===== src/logic/dtcp_pkg.sv =====
// Purpose: shared constants and types for the dual timer, capture and pwm
// Assumes: 8-bit registers held in the low byte of aligned 32-bit words
// Notes:   offsets are byte addresses on the register bus
package dtcp_pkg;
    localparam int          AddrW      = 6;
    // register byte offsets
    localparam logic [5:0]  OffCtrl0   = 6'h00;
    localparam logic [5:0]  OffCtrl1   = 6'h04;
    localparam logic [5:0]  OffMatch0  = 6'h08;
    localparam logic [5:0]  OffMatch1  = 6'h0c;
    localparam logic [5:0]  OffPwmHigh = 6'h10;
    localparam logic [5:0]  OffDutyA   = 6'h14;
    localparam logic [5:0]  OffDutyB   = 6'h18;
    localparam logic [5:0]  OffDutyC   = 6'h1c;
    localparam logic [5:0]  OffCtrl3   = 6'h20;
    localparam logic [5:0]  OffStatus  = 6'h24;
    // field positions
    localparam int          PosSel0    = 0;   // ctrl0 [2:0]
    localparam int          PosCapEn0  = 3;   // ctrl0
    localparam int          PosCascade = 4;   // ctrl0
    localparam int          PosSel1    = 0;   // ctrl1 [3:0]
    localparam int          PosCapEn1  = 4;   // ctrl1
    localparam int          PosPwmEn   = 5;   // ctrl1
    localparam int          PosPol     = 0;   // ctrl3 [2:0]
    localparam int          PosPortEn  = 4;   // ctrl3 [5:4]
    // reset values
    localparam logic [7:0]  RstCtrl    = 8'h00;
    localparam logic [7:0]  RstMatch   = 8'hff;
    localparam logic [7:0]  RstPeriod  = 8'hff;
    localparam logic [7:0]  RstDuty    = 8'h7f;
    localparam logic [7:0]  RstHigh    = 8'h00;
    // selector codes and timing
    localparam logic [2:0]  Sel0Event  = 3'h7;
    localparam logic [3:0]  Sel1Chain  = 4'hf;
    localparam int          PreW       = 14;  // divide up to 16384
    localparam logic [1:0]  RespOkay   = 2'h0;
    localparam logic [1:0]  RespSlvErr = 2'h2;

    typedef struct packed {
        logic       cascade;
        logic       capEn0;
        logic       capEn1;
        logic       pwmEn;
        logic [2:0] sel0;
        logic [3:0] sel1;
        logic [1:0] portEn;   // [1] timer0 pin, [0] timer1 pin
        logic [2:0] pol;
    } dtcp_cfg_t;
endpackage


===== src/logic/dtcp_top.sv =====
// Purpose: two 8-bit timers, cascadable, with capture, compare and pwm
// Assumes: AXI4-Lite register access, pins synchronised inside
// Notes:   counters advance on prescaler taps of clk_sys or event edges
//
// Notes on behaviour
// two independent 8-bit counters, or one cascaded 16-bit counter
// software keeps each match value above 0x03
// timer0 select picks divide 2,4,8,32,128,512,2048 or event input
// timer1 select picks divide 1 to 16384 or timer0 clock
// timer1 is never clocked straight from the event input
// event source counts rising edges and forces its pin to input
// in 8-bit mode each timer flags when count equals its match value
// mode decoded from cascade, captures, pwm, selects and port enables
// cascaded counter counts up to combined match value then returns to zero
// cascaded match raises only the timer0 event, never timer1
// cascade needs select 1111; timer0 low byte, timer1 high byte
// software keeps low match byte nonzero in cascade mode
// capture edge stores the count, then clears counter and restarts
// in capture mode the match event still fires
// in capture mode the shared read address returns the capture value
// cascaded capture stores and clears the full 16-bit counter
// pwm enable makes timer1 drive six pins at up to 10 bits
// pwm period is two high bits above the 8-bit period register
// channel A duty uses high bits 7:6 above its duty register
// software keeps pwm period above the duty values
// polarity bit fixes level at duty equal period and duty zero
// timer0 drives compare pin; timer1 its result or six pwm pins
// compare match toggles output, exported only with timer1 port enable
// channels B and C take high bits 5:4 and 3:2
//
// The register addresses and the AXI4-Lite register port were decided locally.
`timescale 1ns/1ns
`default_nettype none
module dtcp_top #(
    parameter int PreW = dtcp_pkg::PreW  // prescaler width
) (
    input  wire logic        clk_sys,          // 125 MHz system clock
    input  wire logic        arst_n,           // async reset, low active
    input  wire logic [5:0]  s_axi_awaddr,     // write address
    input  wire logic        s_axi_awvalid,    // write address valid
    output logic             s_axi_awready,    // write address ready
    input  wire logic [31:0] s_axi_wdata,      // write data
    input  wire logic [3:0]  s_axi_wstrb,      // byte enables
    input  wire logic        s_axi_wvalid,     // write data valid
    output logic             s_axi_wready,     // write data ready
    output logic [1:0]       s_axi_bresp,      // write response
    output logic             s_axi_bvalid,     // write response valid
    input  wire logic        s_axi_bready,     // write response ready
    input  wire logic [5:0]  s_axi_araddr,     // read address
    input  wire logic        s_axi_arvalid,    // read address valid
    output logic             s_axi_arready,    // read address ready
    output logic [31:0]      s_axi_rdata,      // read data
    output logic [1:0]       s_axi_rresp,      // read response
    output logic             s_axi_rvalid,     // read data valid
    input  wire logic        s_axi_rready,     // read data ready
    input  wire logic        eventClockPin,    // external event input
    input  wire logic        captureInputA,    // capture trigger timer0
    input  wire logic        captureInputB,    // capture trigger timer1
    output logic             eventPinInput,    // event pin forced input
    output logic             firstTimerOut,    // timer0 compare pin
    output logic             firstTimerOe,     // timer0 pin enable
    output logic [5:0]       pwmPinOut,        // A,AB,B,BB,C,CB
    output logic [5:0]       pwmPinOe,         // pwm pin enables
    output logic             firstMatchIrq,    // timer0 match pulse
    output logic             secondMatchIrq    // timer1 match pulse
);
    // reset release through two flops
    logic [1:0] rstSync_reg;
    logic       rstN;
    always_ff @(posedge clk_sys or negedge arst_n) begin
        if (!arst_n) rstSync_reg <= 2'h0;
        else         rstSync_reg <= {rstSync_reg[0], 1'b1};
    end
    assign rstN = rstSync_reg[1];

    // register storage
    logic [7:0] ctrl0_reg, ctrl1_reg, ctrl3_reg, match0_reg, match1_reg;
    logic [7:0] period_reg, high_reg;
    logic [7:0] duty_reg [3];
    logic [3:0] status_reg;
    dtcp_pkg::dtcp_cfg_t cfg;

    // configuration view, mode decode
    assign cfg.cascade = ctrl0_reg[dtcp_pkg::PosCascade];
    assign cfg.capEn0  = ctrl0_reg[dtcp_pkg::PosCapEn0];
    assign cfg.sel0    = ctrl0_reg[dtcp_pkg::PosSel0 +: 3];
    assign cfg.sel1    = ctrl1_reg[dtcp_pkg::PosSel1 +: 4];
    assign cfg.capEn1  = ctrl1_reg[dtcp_pkg::PosCapEn1];
    assign cfg.pwmEn   = ctrl1_reg[dtcp_pkg::PosPwmEn];
    assign cfg.pol     = ctrl3_reg[dtcp_pkg::PosPol +: 3];
    assign cfg.portEn  = ctrl3_reg[dtcp_pkg::PosPortEn +: 2];

    logic cascadeOn;
    assign cascadeOn = cfg.cascade && (cfg.sel1 == dtcp_pkg::Sel1Chain);

    // pin synchronisers plus edge stage
    logic [2:0] evtSync_reg, capASync_reg, capBSync_reg;
    always_ff @(posedge clk_sys or negedge arst_n) begin
        if (!arst_n) begin
            evtSync_reg  <= 3'h0;
            capASync_reg <= 3'h0;
            capBSync_reg <= 3'h0;
        end else begin
            evtSync_reg  <= {evtSync_reg[1:0], eventClockPin};
            capASync_reg <= {capASync_reg[1:0], captureInputA};
            capBSync_reg <= {capBSync_reg[1:0], captureInputB};
        end
    end
    logic evtRise, capRiseA, capRiseB;
    assign evtRise  = evtSync_reg[1] && !evtSync_reg[2];
    assign capRiseA = capASync_reg[1] && !capASync_reg[2];
    assign capRiseB = capBSync_reg[1] && !capBSync_reg[2];

    // free running prescaler and its taps
    logic [PreW-1:0] pre_reg;
    logic [PreW:0]   preTick;
    always_ff @(posedge clk_sys or negedge rstN) begin
        if (!rstN) pre_reg <= '0;
        else       pre_reg <= pre_reg + 1'b1;
    end
    assign preTick[0] = 1'b1;
    for (genvar i = 1; i <= PreW; i++) begin : g_tap
        assign preTick[i] = &pre_reg[i-1:0];
    end

    // clock source selection
    logic tick0, tick1;
    always_comb begin
        case (cfg.sel0)
            3'h0:    tick0 = preTick[1];
            3'h1:    tick0 = preTick[2];
            3'h2:    tick0 = preTick[3];
            3'h3:    tick0 = preTick[5];
            3'h4:    tick0 = preTick[7];
            3'h5:    tick0 = preTick[9];
            3'h6:    tick0 = preTick[11];
            default: tick0 = evtRise;
        endcase
        // timer1 has no event path, code 1111 follows timer0
        if (cfg.sel1 == dtcp_pkg::Sel1Chain) tick1 = tick0;
        else                                 tick1 = preTick[cfg.sel1];
    end

    // counters, matches and captures
    logic [7:0]  cnt0_reg, cnt1_reg, first_capture_enable_reg, second_capture_enable_reg;
    logic [15:0] cnt16, match16;
    logic        hit0, hit1, capTake0, capTake1;
    assign cnt16    = {cnt1_reg, cnt0_reg};
    assign match16  = {match1_reg, match0_reg};
    assign capTake0 = cfg.capEn0 && capRiseA;
    assign capTake1 = !cascadeOn && cfg.capEn1 && capRiseB;
    assign hit0 = tick0 && !capTake0 &&
                  (cascadeOn ? (cnt16 == match16) : (cnt0_reg == match0_reg));
    assign hit1 = !cascadeOn && !cfg.pwmEn && tick1 && !capTake1 &&
                  (cnt1_reg == match1_reg);

    // counter update
    always_ff @(posedge clk_sys or negedge rstN) begin
        if (!rstN) begin
            cnt0_reg <= 8'h00;
            cnt1_reg <= 8'h00;
        end else if (cascadeOn) begin
            if (capTake0) begin
                cnt0_reg <= 8'h00;
                cnt1_reg <= 8'h00;
            end else if (hit0) begin
                cnt0_reg <= 8'h00;
                cnt1_reg <= 8'h00;
            end else if (tick0) begin
                cnt0_reg <= cnt0_reg + 8'h01;
                if (cnt0_reg == 8'hff) cnt1_reg <= cnt1_reg + 8'h01;
            end
        end else begin
            if (capTake0)  cnt0_reg <= 8'h00;
            else if (hit0) cnt0_reg <= 8'h00;
            else if (tick0) cnt0_reg <= cnt0_reg + 8'h01;
            if (capTake1 || cfg.pwmEn) cnt1_reg <= 8'h00;
            else if (hit1)  cnt1_reg <= 8'h00;
            else if (tick1) cnt1_reg <= cnt1_reg + 8'h01;
        end
    end

    // capture registers
    always_ff @(posedge clk_sys or negedge rstN) begin
        if (!rstN) begin
            first_capture_enable_reg <= 8'h00;
            second_capture_enable_reg <= 8'h00;
        end else begin
            if (capTake0) first_capture_enable_reg <= cnt0_reg;
            if (capTake0 && cascadeOn) second_capture_enable_reg <= cnt1_reg;
            else if (capTake1) second_capture_enable_reg <= cnt1_reg;
        end
    end

    // match pulses and compare toggles
    logic cmp0_reg, cmp1_reg;
    always_ff @(posedge clk_sys or negedge rstN) begin
        if (!rstN) begin
            firstMatchIrq  <= 1'b0;
            secondMatchIrq <= 1'b0;
            cmp0_reg       <= 1'b0;
            cmp1_reg       <= 1'b0;
        end else begin
            firstMatchIrq  <= hit0;
            secondMatchIrq <= hit1;
            if (hit0) cmp0_reg <= !cmp0_reg;
            if (hit1 || (cascadeOn && hit0)) cmp1_reg <= !cmp1_reg;
        end
    end

    // pwm counter, period and duties
    logic [9:0] pwmCnt_reg, period10, pwmCntInc;
    logic [9:0] duty10 [3];
    logic [2:0] level;
    assign period10  = {high_reg[1:0], period_reg};
    assign pwmCntInc = pwmCnt_reg + 10'h001;
    always_ff @(posedge clk_sys or negedge rstN) begin
        if (!rstN)                pwmCnt_reg <= 10'h000;
        else if (!cfg.pwmEn)      pwmCnt_reg <= 10'h000;
        else if (tick1)
            pwmCnt_reg <= (pwmCntInc >= period10) ? 10'h000 : pwmCntInc;
    end
    for (genvar c = 0; c < 3; c++) begin : g_ch
        // A uses 7:6, B 5:4, C 3:2
        assign duty10[c] = {high_reg[7-2*c -: 2], duty_reg[c]};
        assign level[c]  = cfg.pol[c] ? (pwmCnt_reg < duty10[c])
                                      : !(pwmCnt_reg < duty10[c]);
    end

    // pin drivers
    always_ff @(posedge clk_sys or negedge rstN) begin
        if (!rstN) begin
            eventPinInput <= 1'b0;
            firstTimerOut <= 1'b0;
            firstTimerOe  <= 1'b0;
            pwmPinOut     <= 6'h00;
            pwmPinOe      <= 6'h00;
        end else begin
            eventPinInput <= (cfg.sel0 == dtcp_pkg::Sel0Event);
            firstTimerOut <= cmp0_reg;
            firstTimerOe  <= cfg.portEn[1] && !cfg.capEn0;
            if (cfg.pwmEn) begin
                pwmPinOut <= {!level[2], level[2], !level[1], level[1],
                              !level[0], level[0]};
                pwmPinOe  <= {6{cfg.portEn == 2'h3}};
            end else begin
                pwmPinOut <= {5'h00, cmp1_reg};
                pwmPinOe  <= {5'h00, cfg.portEn[0]};
            end
        end
    end

    // AXI write channel
    logic [5:0]  awAddr_reg;
    logic [31:0] wData_reg;
    logic [3:0]  wStrb_reg;
    logic        awHave_reg, wHave_reg, doWrite, wrHit, lane0;
    assign doWrite = awHave_reg && wHave_reg && !s_axi_bvalid;
    assign lane0   = wStrb_reg[0];
    assign wrHit   = (awAddr_reg <= dtcp_pkg::OffStatus) &&
                     (awAddr_reg[1:0] == 2'h0);
    always_ff @(posedge clk_sys or negedge rstN) begin
        if (!rstN) begin
            awHave_reg <= 1'b0;
            wHave_reg  <= 1'b0;
            awAddr_reg <= 6'h00;
            wData_reg  <= 32'h0;
            wStrb_reg  <= 4'h0;
            s_axi_bvalid <= 1'b0;
            s_axi_bresp  <= dtcp_pkg::RespOkay;
            s_axi_awready <= 1'b0;
            s_axi_wready  <= 1'b0;
        end else begin
            s_axi_awready <= doWrite ||
                             !(awHave_reg || (s_axi_awvalid && s_axi_awready));
            s_axi_wready  <= doWrite ||
                             !(wHave_reg || (s_axi_wvalid && s_axi_wready));
            if (s_axi_awvalid && s_axi_awready) begin
                awHave_reg <= 1'b1;
                awAddr_reg <= s_axi_awaddr;
            end
            if (s_axi_wvalid && s_axi_wready) begin
                wHave_reg <= 1'b1;
                wData_reg <= s_axi_wdata;
                wStrb_reg <= s_axi_wstrb;
            end
            if (doWrite) begin
                awHave_reg   <= 1'b0;
                wHave_reg    <= 1'b0;
                s_axi_bvalid <= 1'b1;
                s_axi_bresp  <= wrHit ? dtcp_pkg::RespOkay
                                      : dtcp_pkg::RespSlvErr;
            end else if (s_axi_bvalid && s_axi_bready) begin
                s_axi_bvalid <= 1'b0;
            end
        end
    end

    // register writes
    always_ff @(posedge clk_sys or negedge rstN) begin
        if (!rstN) begin
            ctrl0_reg  <= dtcp_pkg::RstCtrl;
            ctrl1_reg  <= dtcp_pkg::RstCtrl;
            ctrl3_reg  <= dtcp_pkg::RstCtrl;
            match0_reg <= dtcp_pkg::RstMatch;
            match1_reg <= dtcp_pkg::RstMatch;
            period_reg <= dtcp_pkg::RstPeriod;
            high_reg   <= dtcp_pkg::RstHigh;
            duty_reg   <= '{dtcp_pkg::RstDuty, dtcp_pkg::RstDuty,
                            dtcp_pkg::RstDuty};
        end else if (doWrite && lane0) begin
            if (awAddr_reg == dtcp_pkg::OffCtrl0)
                ctrl0_reg <= wData_reg[7:0];
            else if (awAddr_reg == dtcp_pkg::OffCtrl1)
                ctrl1_reg <= wData_reg[7:0];
            else if (awAddr_reg == dtcp_pkg::OffMatch0)
                match0_reg <= wData_reg[7:0];
            else if (awAddr_reg == dtcp_pkg::OffMatch1) begin
                // shared address: period in pwm mode, match otherwise
                if (cfg.pwmEn) period_reg <= wData_reg[7:0];
                else           match1_reg <= wData_reg[7:0];
            end else if (awAddr_reg == dtcp_pkg::OffPwmHigh)
                high_reg <= wData_reg[7:0];
            else if (awAddr_reg == dtcp_pkg::OffDutyA)
                duty_reg[0] <= wData_reg[7:0];
            else if (awAddr_reg == dtcp_pkg::OffDutyB)
                duty_reg[1] <= wData_reg[7:0];
            else if (awAddr_reg == dtcp_pkg::OffDutyC)
                duty_reg[2] <= wData_reg[7:0];
            else if (awAddr_reg == dtcp_pkg::OffCtrl3)
                ctrl3_reg <= wData_reg[7:0];
        end
    end

    // sticky event flags, set wins over write-one clear
    logic [3:0] setFlags, clrFlags;
    assign setFlags = {capTake1 || (capTake0 && cascadeOn), capTake0,
                       hit1, hit0};
    assign clrFlags = (doWrite && lane0 &&
                       awAddr_reg == dtcp_pkg::OffStatus) ?
                      wData_reg[3:0] : 4'h0;
    always_ff @(posedge clk_sys or negedge rstN) begin
        if (!rstN) status_reg <= 4'h0;
        else       status_reg <= (status_reg & ~clrFlags) | setFlags;
    end

    // AXI read channel
    logic [7:0] rdByte;
    logic       rdHit;
    always_comb begin
        rdByte = 8'h00;
        rdHit  = 1'b1;
        if (s_axi_araddr == dtcp_pkg::OffCtrl0)       rdByte = ctrl0_reg;
        else if (s_axi_araddr == dtcp_pkg::OffCtrl1)  rdByte = ctrl1_reg;
        else if (s_axi_araddr == dtcp_pkg::OffMatch0)
            rdByte = cfg.capEn0 ? first_capture_enable_reg : cnt0_reg;
        else if (s_axi_araddr == dtcp_pkg::OffMatch1)
            rdByte = (cfg.capEn1 || (cascadeOn && cfg.capEn0)) ?
                     second_capture_enable_reg : cnt1_reg;
        else if (s_axi_araddr == dtcp_pkg::OffPwmHigh) rdByte = high_reg;
        else if (s_axi_araddr == dtcp_pkg::OffDutyA)  rdByte = duty_reg[0];
        else if (s_axi_araddr == dtcp_pkg::OffDutyB)  rdByte = duty_reg[1];
        else if (s_axi_araddr == dtcp_pkg::OffDutyC)  rdByte = duty_reg[2];
        else if (s_axi_araddr == dtcp_pkg::OffCtrl3)  rdByte = ctrl3_reg;
        else if (s_axi_araddr == dtcp_pkg::OffStatus)
            rdByte = {4'h0, status_reg};
        else rdHit = 1'b0;
    end
    always_ff @(posedge clk_sys or negedge rstN) begin
        if (!rstN) begin
            s_axi_rvalid  <= 1'b0;
            s_axi_rdata   <= 32'h0;
            s_axi_rresp   <= dtcp_pkg::RespOkay;
            s_axi_arready <= 1'b0;
        end else begin
            s_axi_arready <= !s_axi_rvalid && !s_axi_arready;
            if (s_axi_arvalid && s_axi_arready) begin
                s_axi_rvalid <= 1'b1;
                s_axi_rdata  <= {24'h0, rdByte};
                s_axi_rresp  <= rdHit ? dtcp_pkg::RespOkay
                                      : dtcp_pkg::RespSlvErr;
            end else if (s_axi_rvalid && s_axi_rready) begin
                s_axi_rvalid <= 1'b0;
            end
        end
    end
endmodule // dtcp_top
`default_nettype wire


===== config.mk =====
export PLATFORM = sky130hd
export DESIGN_NAME = dtcp_top
export DESIGN_NICKNAME = d
export VERILOG_FILES = /design/src/logic/dtcp_pkg.sv /design/src/logic/dtcp_top.sv
export SDC_FILE = /design/constraint.sdc
export NUM_CORES = 1
export LEC_CHECK = 0
export BUFFER_PORTS_ARGS = -buffer_cell sky130_fd_sc_hd__buf_2
export CAP_MARGIN = 30
export CORE_UTILIZATION = 50
export CTS_BUF_LIST = sky130_fd_sc_hd__clkbuf_8 sky130_fd_sc_hd__clkbuf_16
export DETAILED_ROUTE_END_ITERATION = 10
export PLACE_DENSITY = 0.7
export SYNTH_ARGS = -nofsm -noshare
export SYNTH_HDL_FRONTEND = slang
export SYNTH_SLANG_ARGS = --single-unit

===== constraint.sdc =====
create_clock -name clk_sys -period 6.78 [get_ports clk_sys]
set_input_delay 1.695 -clock clk_sys [delete_from_list [all_inputs] [get_ports clk_sys]]
set_output_delay 1.695 -clock clk_sys [all_outputs]
set_load 0.01 [all_outputs]

==> impl_metrics.env, run 1 <==
export IMPL_clock_latency_ps=440
export IMPL_finClkSkew_ps=14.4
export IMPL_rsz0062_at_grt="false"
export IMPL_ir_drop_mv=0.261
export IMPL_syn_avg_cell_area_um2=10.4
export IMPL_grt_pass1_wl_um=38400
export IMPL_synth_edff_count=0
export IMPL_critPathRequiredTime_ps=7070
export IMPL_ys_top_cells_by_area="dfrtp_1 (37%), dfstp_2 (12%), mux2_2 (8.2%)"
export IMPL_cts_root_buf="clkbuf_16"
export IMPL_grt_pass1_vias=7025
export IMPL_hpwl_um=16800
export IMPL_place_congestion=0.869
export IMPL_clk_pin_slew_ps=70
export IMPL_ys_warn_count=0
export IMPL_p_total_uw=3950
export IMPL_synth_common_cells="dfrtp_1 (153), nand2_1 (126), mux2_2 (75), o21ai_0 (63), nor2_1 (62)"
export IMPL_grt_max_degree=77
export IMPL_via_count=7322
export IMPL_io_buffers=62
export IMPL_setup_tns_ps=0
export IMPL_drc_errors=0
export IMPL_cts_sinks=198
export IMPL_end_kind="register"
export IMPL_cts_buffers=17
export IMPL_worstPathMaxFanout=11
export IMPL_clockBufferDepth=2
export IMPL_synthFlopType="dfrtp_1"
export IMPL_final_setup_viol_count=0
export IMPL_cts_max_level=4
export IMPL_power_density_nw_per_um2=353
export IMPL_p_leak_uw=0.00544
export IMPL_die_width_um=145
export IMPL_dieArea_um2=21100
export IMPL_slew_headroom=0.275
export IMPL_ys_ff_latch=198
export IMPL_drive_gt1_frac=0.219
export IMPL_routed_via_density=5.59
export IMPL_crit_type="input pin to register"
export IMPL_cts_hold_buf=0
export IMPL_area_growth_pct=9.25
export IMPL_drt_iter0_markers=653
export IMPL_ant_nets=0
export IMPL_slew_violations=0
export IMPL_fp_row_count=52
export IMPL_status="finished, final reports clean"
export IMPL_yosysSeqAreaShare=0.489
export IMPL_firstDrtPassIters=5
export IMPL_yosysUniqueCellTypes=63
export IMPL_diodes=0
export IMPL_netlist_area_leader_share=0.374
export IMPL_hold_viol_final=0
export IMPL_fin_hold_ws_ps=128
export IMPL_largest_reg_flops=24
export IMPL_utilization=0.555
export IMPL_grt_antenna_before_repair=0
export IMPL_drv_cap=0
export IMPL_die_h_um=145
export IMPL_syn_inst=990
export IMPL_synth_top_cell_by_area="dfrtp_1"
export IMPL_grt_usage=0.235
export IMPL_initial_core_util=0.508
export IMPL_fmax_mhz=256
export IMPL_crit_path_start_kind="input pin"
export IMPL_synth_area_um2=10200
export IMPL_fin_nets=1128
export IMPL_finalCritPeriodShare=0.575
export IMPL_async_reset_ff_frac=1.00
export IMPL_yosysMostFrequentCell="dfrtp_1"
export IMPL_core_area_um2=20200
export IMPL_drt_wirelength_per_cell_um=17.9
export IMPL_hp_class="register to asynchronous set/reset pin"
export IMPL_cts_tree="done"
export IMPL_overflow=0
export IMPL_post_cts_buffers=0
export IMPL_drt_wl_total_um=23400
export IMPL_cts_resized=0
export IMPL_arrival_ps=4200
export IMPL_period_needed_ps=3900
export IMPL_tightest_slew_ps=1080
export IMPL_ioPinCount=116
[layer usage]
layer  wire, um  GRT usage  share of wire  vias to the layer above
li1           -          -              -                     3446
met1      11200      0.353           0.48                     3626
met2      10500      0.352           0.45                      227
met3       1390     0.0443          0.060                       23
met4        280     0.0547          0.012                        0
met5          0          0              0                        -
[worst max-delay path: stages]
cell and delay, ps:
buf_2 110, nor3_1 630, nand3b_1 520, o22ai_1 270
nand2_1 80, a22oi_1 240, o21ai_0 150, a221oi_1 380
o21ai_0 120
[logic make-up after synthesis]
family / synth area share
fa+ha+maj: 0.0537
xor+xnor: 0.0385
compound gates: 0.121
other cells: 0.000733
buf+inv: 0.0629
simple gates: 0.128
flops: 0.489
mux: 0.107
[per-stage QoR]
step | cell area (um^2) | setup slack [ps] | std cells
floorplan | 10300 | 1200 | 1015
global placement | 10600 | 2590 | 1275
finish | 11200 | 2880 | 1309
global route | 11200 | 2700 | 1309
CTS | 11200 | 2970 | 1308
detailed placement | 10600 | 2550 | 1276
[layout make-up]
type | count | area, um^2
fillers | 1772 | 8970
multi-input cells | 684 | 4690
flip-flops and latches | 198 | 5010
well taps | 270 | 338
repair buffers | 66 | 360
clock inverters | 14 | 136
inverters | 59 | 221
clock buffers | 18 | 439
[where the power goes]
part	switching [uW]	internal (uW)
registers	398	1500
clock network	450	551
logic	554	496
total	1400	2550
[path summary, 6_finish.rpt]
check | cells after the start | startpoint | end | slack [ps]
max in group asynchronous | 2 | rstSync_reg[1] | pwmPinOut[4] | 5310
min in group clk_sys | 0 | capBSync_reg[0] | capBSync_reg[1] | 330
worst min register to register | 0 | rstSync_reg[1] | pre_reg[2] | 130
worst min-delay path | 0 | rstSync_reg[1] | pre_reg[2] | 130
worst max register to register | 13 | pwmCnt_reg[1] | pwmCnt_reg[6] | 3030
worst max-delay path | 9 | s_axi_araddr[1] | s_axi_rdata[0] | 2880
[placed cells by master, fill, tap and decap left out, types with 15 or more instances in the layout]
cell type,instances
buf_2,62
xnor2_1,18
nor2_1,62
mux2i_1,25
conb_1,27
nand3_1,15
nand2_1,126
inv_1,61
mux2_2,75
xor2_1,27
clkbuf_16,17
a21o_1,21
a21oi_1,22
ha_1,44
dfrtp_1,152
nand2b_1,16
dfstp_2,45
o21ai_0,63
No activity file was read; power rests on OpenSTA's default activity.
==> run 2: changes to the inputs <==
clock period = 3.8 ns   (was 6.78 ns; I/O delays follow)
==> run 2 against run 1 <==
  * The run now ends with design-rule violations left
  * Setup slack got worse by 2600 ps
  * Die area unchanged
  * Core utilization increased by 0.33 points
  * First-iteration DRC count increased by 11%
  * Largest cell class unchanged
  * Non-clock buffer count increased by 10
  * Sequential share of layout area decreased by 0.26 points
  * Combinational power increased by 81%
  * Largest power group unchanged
  * Final cell count increased by 0.76%
  * Worst hold slack improved by 220 ps
==> impl_metrics.env, run 2 (synthesis gave the netlist of run 1 again) <==
export IMPL_status="complete, but fails checks"
export IMPL_violations="design-rule violations"
export IMPL_crit_path_start_kind="register"
export IMPL_path_buf_inv=2
export IMPL_mostFrequentLayoutCell="dfrtp_1"
export IMPL_routed_via_density=5.56
export IMPL_critPathRequiredTime_ps=4180
export IMPL_crit_chain="ha_1, nand3_1, nor2_1, xor2_1, ha_1, o21a_1, o211ai_1, nor2_1, a2111oi_0, buf_4, inv_1, a211o_1, nor4_1, a21o_1"
export IMPL_drive_gt1_frac=0.228
export IMPL_p_total_uw=7050
export IMPL_grt_max_degree=66
export IMPL_die_width_um=145
export IMPL_grt_pass1_vias=6942
export IMPL_core_area_um2=20200
export IMPL_via_count=7335
export IMPL_setup_slack_ps=265
export IMPL_hp_class="register to register"
export IMPL_largest_reg_flops=24
export IMPL_slew_violations=0
export IMPL_cts_root_buf="clkbuf_16"
export IMPL_stdcell_area_um2=11300
export IMPL_dp_slack_ps=333
export IMPL_wl_met3_um=1580
export IMPL_post_cts_buffers=0
export IMPL_hold_viol_final=0
export IMPL_path_delay_family="compound AO/OA/AOI/OAI gates"
export IMPL_cts_sinks=198
export IMPL_die_h_um=145
export IMPL_cts_max_level=4
export IMPL_crit_type="register to register"
export IMPL_worstPathMaxFanout=11
export IMPL_grt_pass1_wl_um=38000
export IMPL_final_setup_viol_count=0
export IMPL_drt_iter0_markers=728
export IMPL_fp_row_count=52
export IMPL_area_growth_pct=9.90
export IMPL_clock_latency_ps=440
export IMPL_met1_length_um=11000
export IMPL_ant_nets=0
export IMPL_diodes=0
export IMPL_grt_antenna_before_repair=0
export IMPL_initial_core_util=0.508
export IMPL_cpPeakStageDelay_ps=470
export IMPL_drt_wl_total_um=23300
export IMPL_setup_tns_ps=0
export IMPL_ioPinCount=116
export IMPL_grt_usage=0.232
export IMPL_period_needed_ps=3530
export IMPL_hpwl_um=16700
export IMPL_slew_headroom=0.310
export IMPL_rsz0062_at_grt="false"
export IMPL_end_kind="register"
export IMPL_tightest_slew_ps=1030
export IMPL_fmax_mhz=283
export IMPL_drv_cap=0
export IMPL_fin_nets=1138
export IMPL_routed_wl_met2_um=10400
export IMPL_dieArea_um2=21100
export IMPL_place_congestion=0.850
export IMPL_drc_errors=1
export IMPL_cts_hold_buf=0
export IMPL_firstDrtPassIters=11
export IMPL_io_buffers=62
export IMPL_overflow=0
export IMPL_top_layer_used="met4"
export IMPL_power_density_nw_per_um2=626
export IMPL_cts_resized=0
export IMPL_cts_buffers=17
export IMPL_cts_tree="done"
export IMPL_arrival_ps=3920
export IMPL_finalCritPeriodShare=0.930
export IMPL_ir_drop_mv=0.525
export IMPL_clk_pin_slew_ps=70
export IMPL_finClkSkew_ps=9.90
export IMPL_cp_slowest_cell="dfrtp_1"
export IMPL_clockBufferDepth=2
export IMPL_drt_wirelength_per_cell_um=17.7
export IMPL_place_area_um2=10700
export IMPL_utilization=0.558
export IMPL_p_leak_uw=0.00548
export IMPL_layout_common_cells="dfrtp_1 (152), nand2_1 (126), mux2_2 (75), o21ai_0 (63)"
[run 2: changes by cell type in the layout (fill, tap and decap cells not counted)]
cell	before	now
buf_4	3	13
inv_1	61	60
clkbuf_8	1	3
buf_12	0	1
clkinv_4	2	4
bufinv_16	2	1
buf_16	1	0
clkinvlp_4	2	4
inv_6	2	0
clkinv_2	3	1
[run 2: per-layer routing]
metal	up-vias	global-route usage
met3	31	0.0472
met5	-	0
met4	0	0.0553
met2	262	0.350
li1	3462	-
met1	3580	0.343
[run 2: through the flow]
stage	cells	hold WS [ps]
3_5_place_dp	1287	335
4_1_cts	1319	347
5_1_grt	1319	356
6_report	1319	346
2_1_floorplan	1015	331
3_3_place_gp	1287	333
[run 2: final cells by class]
type	instances	area, um^2
Multi-Input combinational cell	684	4690
Fill cell	1767	8900
Sequential cell	198	5010
Tap cell	270	338
Clock buffer	20	467
Timing Repair Buffer	76	428
Clock inverter	12	108
Inverter	59	221
[run 2: path summary, 6_finish.rpt]
kind | slack [ps] | from | cells past startpoint | endpoint
min | 350 | capBSync_reg[0] | 0 | capBSync_reg[1]
max | 270 | pwmCnt_reg[1] | 14 | pwmCnt_reg[6]
min in group asynchronous | 370 | arst_n | 1 | evtSync_reg[0]
min reg2reg | 350 | capBSync_reg[0] | 0 | capBSync_reg[1]
max in group asynchronous | 2380 | rstSync_reg[1] | 1 | match1_reg[5]
max reg2reg | 270 | pwmCnt_reg[1] | 14 | pwmCnt_reg[6]
[run 2: where the power goes]
part           switching [uW]  total, uW  leakage [uW]  internal, uW
registers                 716       3390       0.00239          2680
logic                    1000       1900       0.00281           900
clock network             796       1750      0.000277           954
total                    2520       7050       0.00548          4530
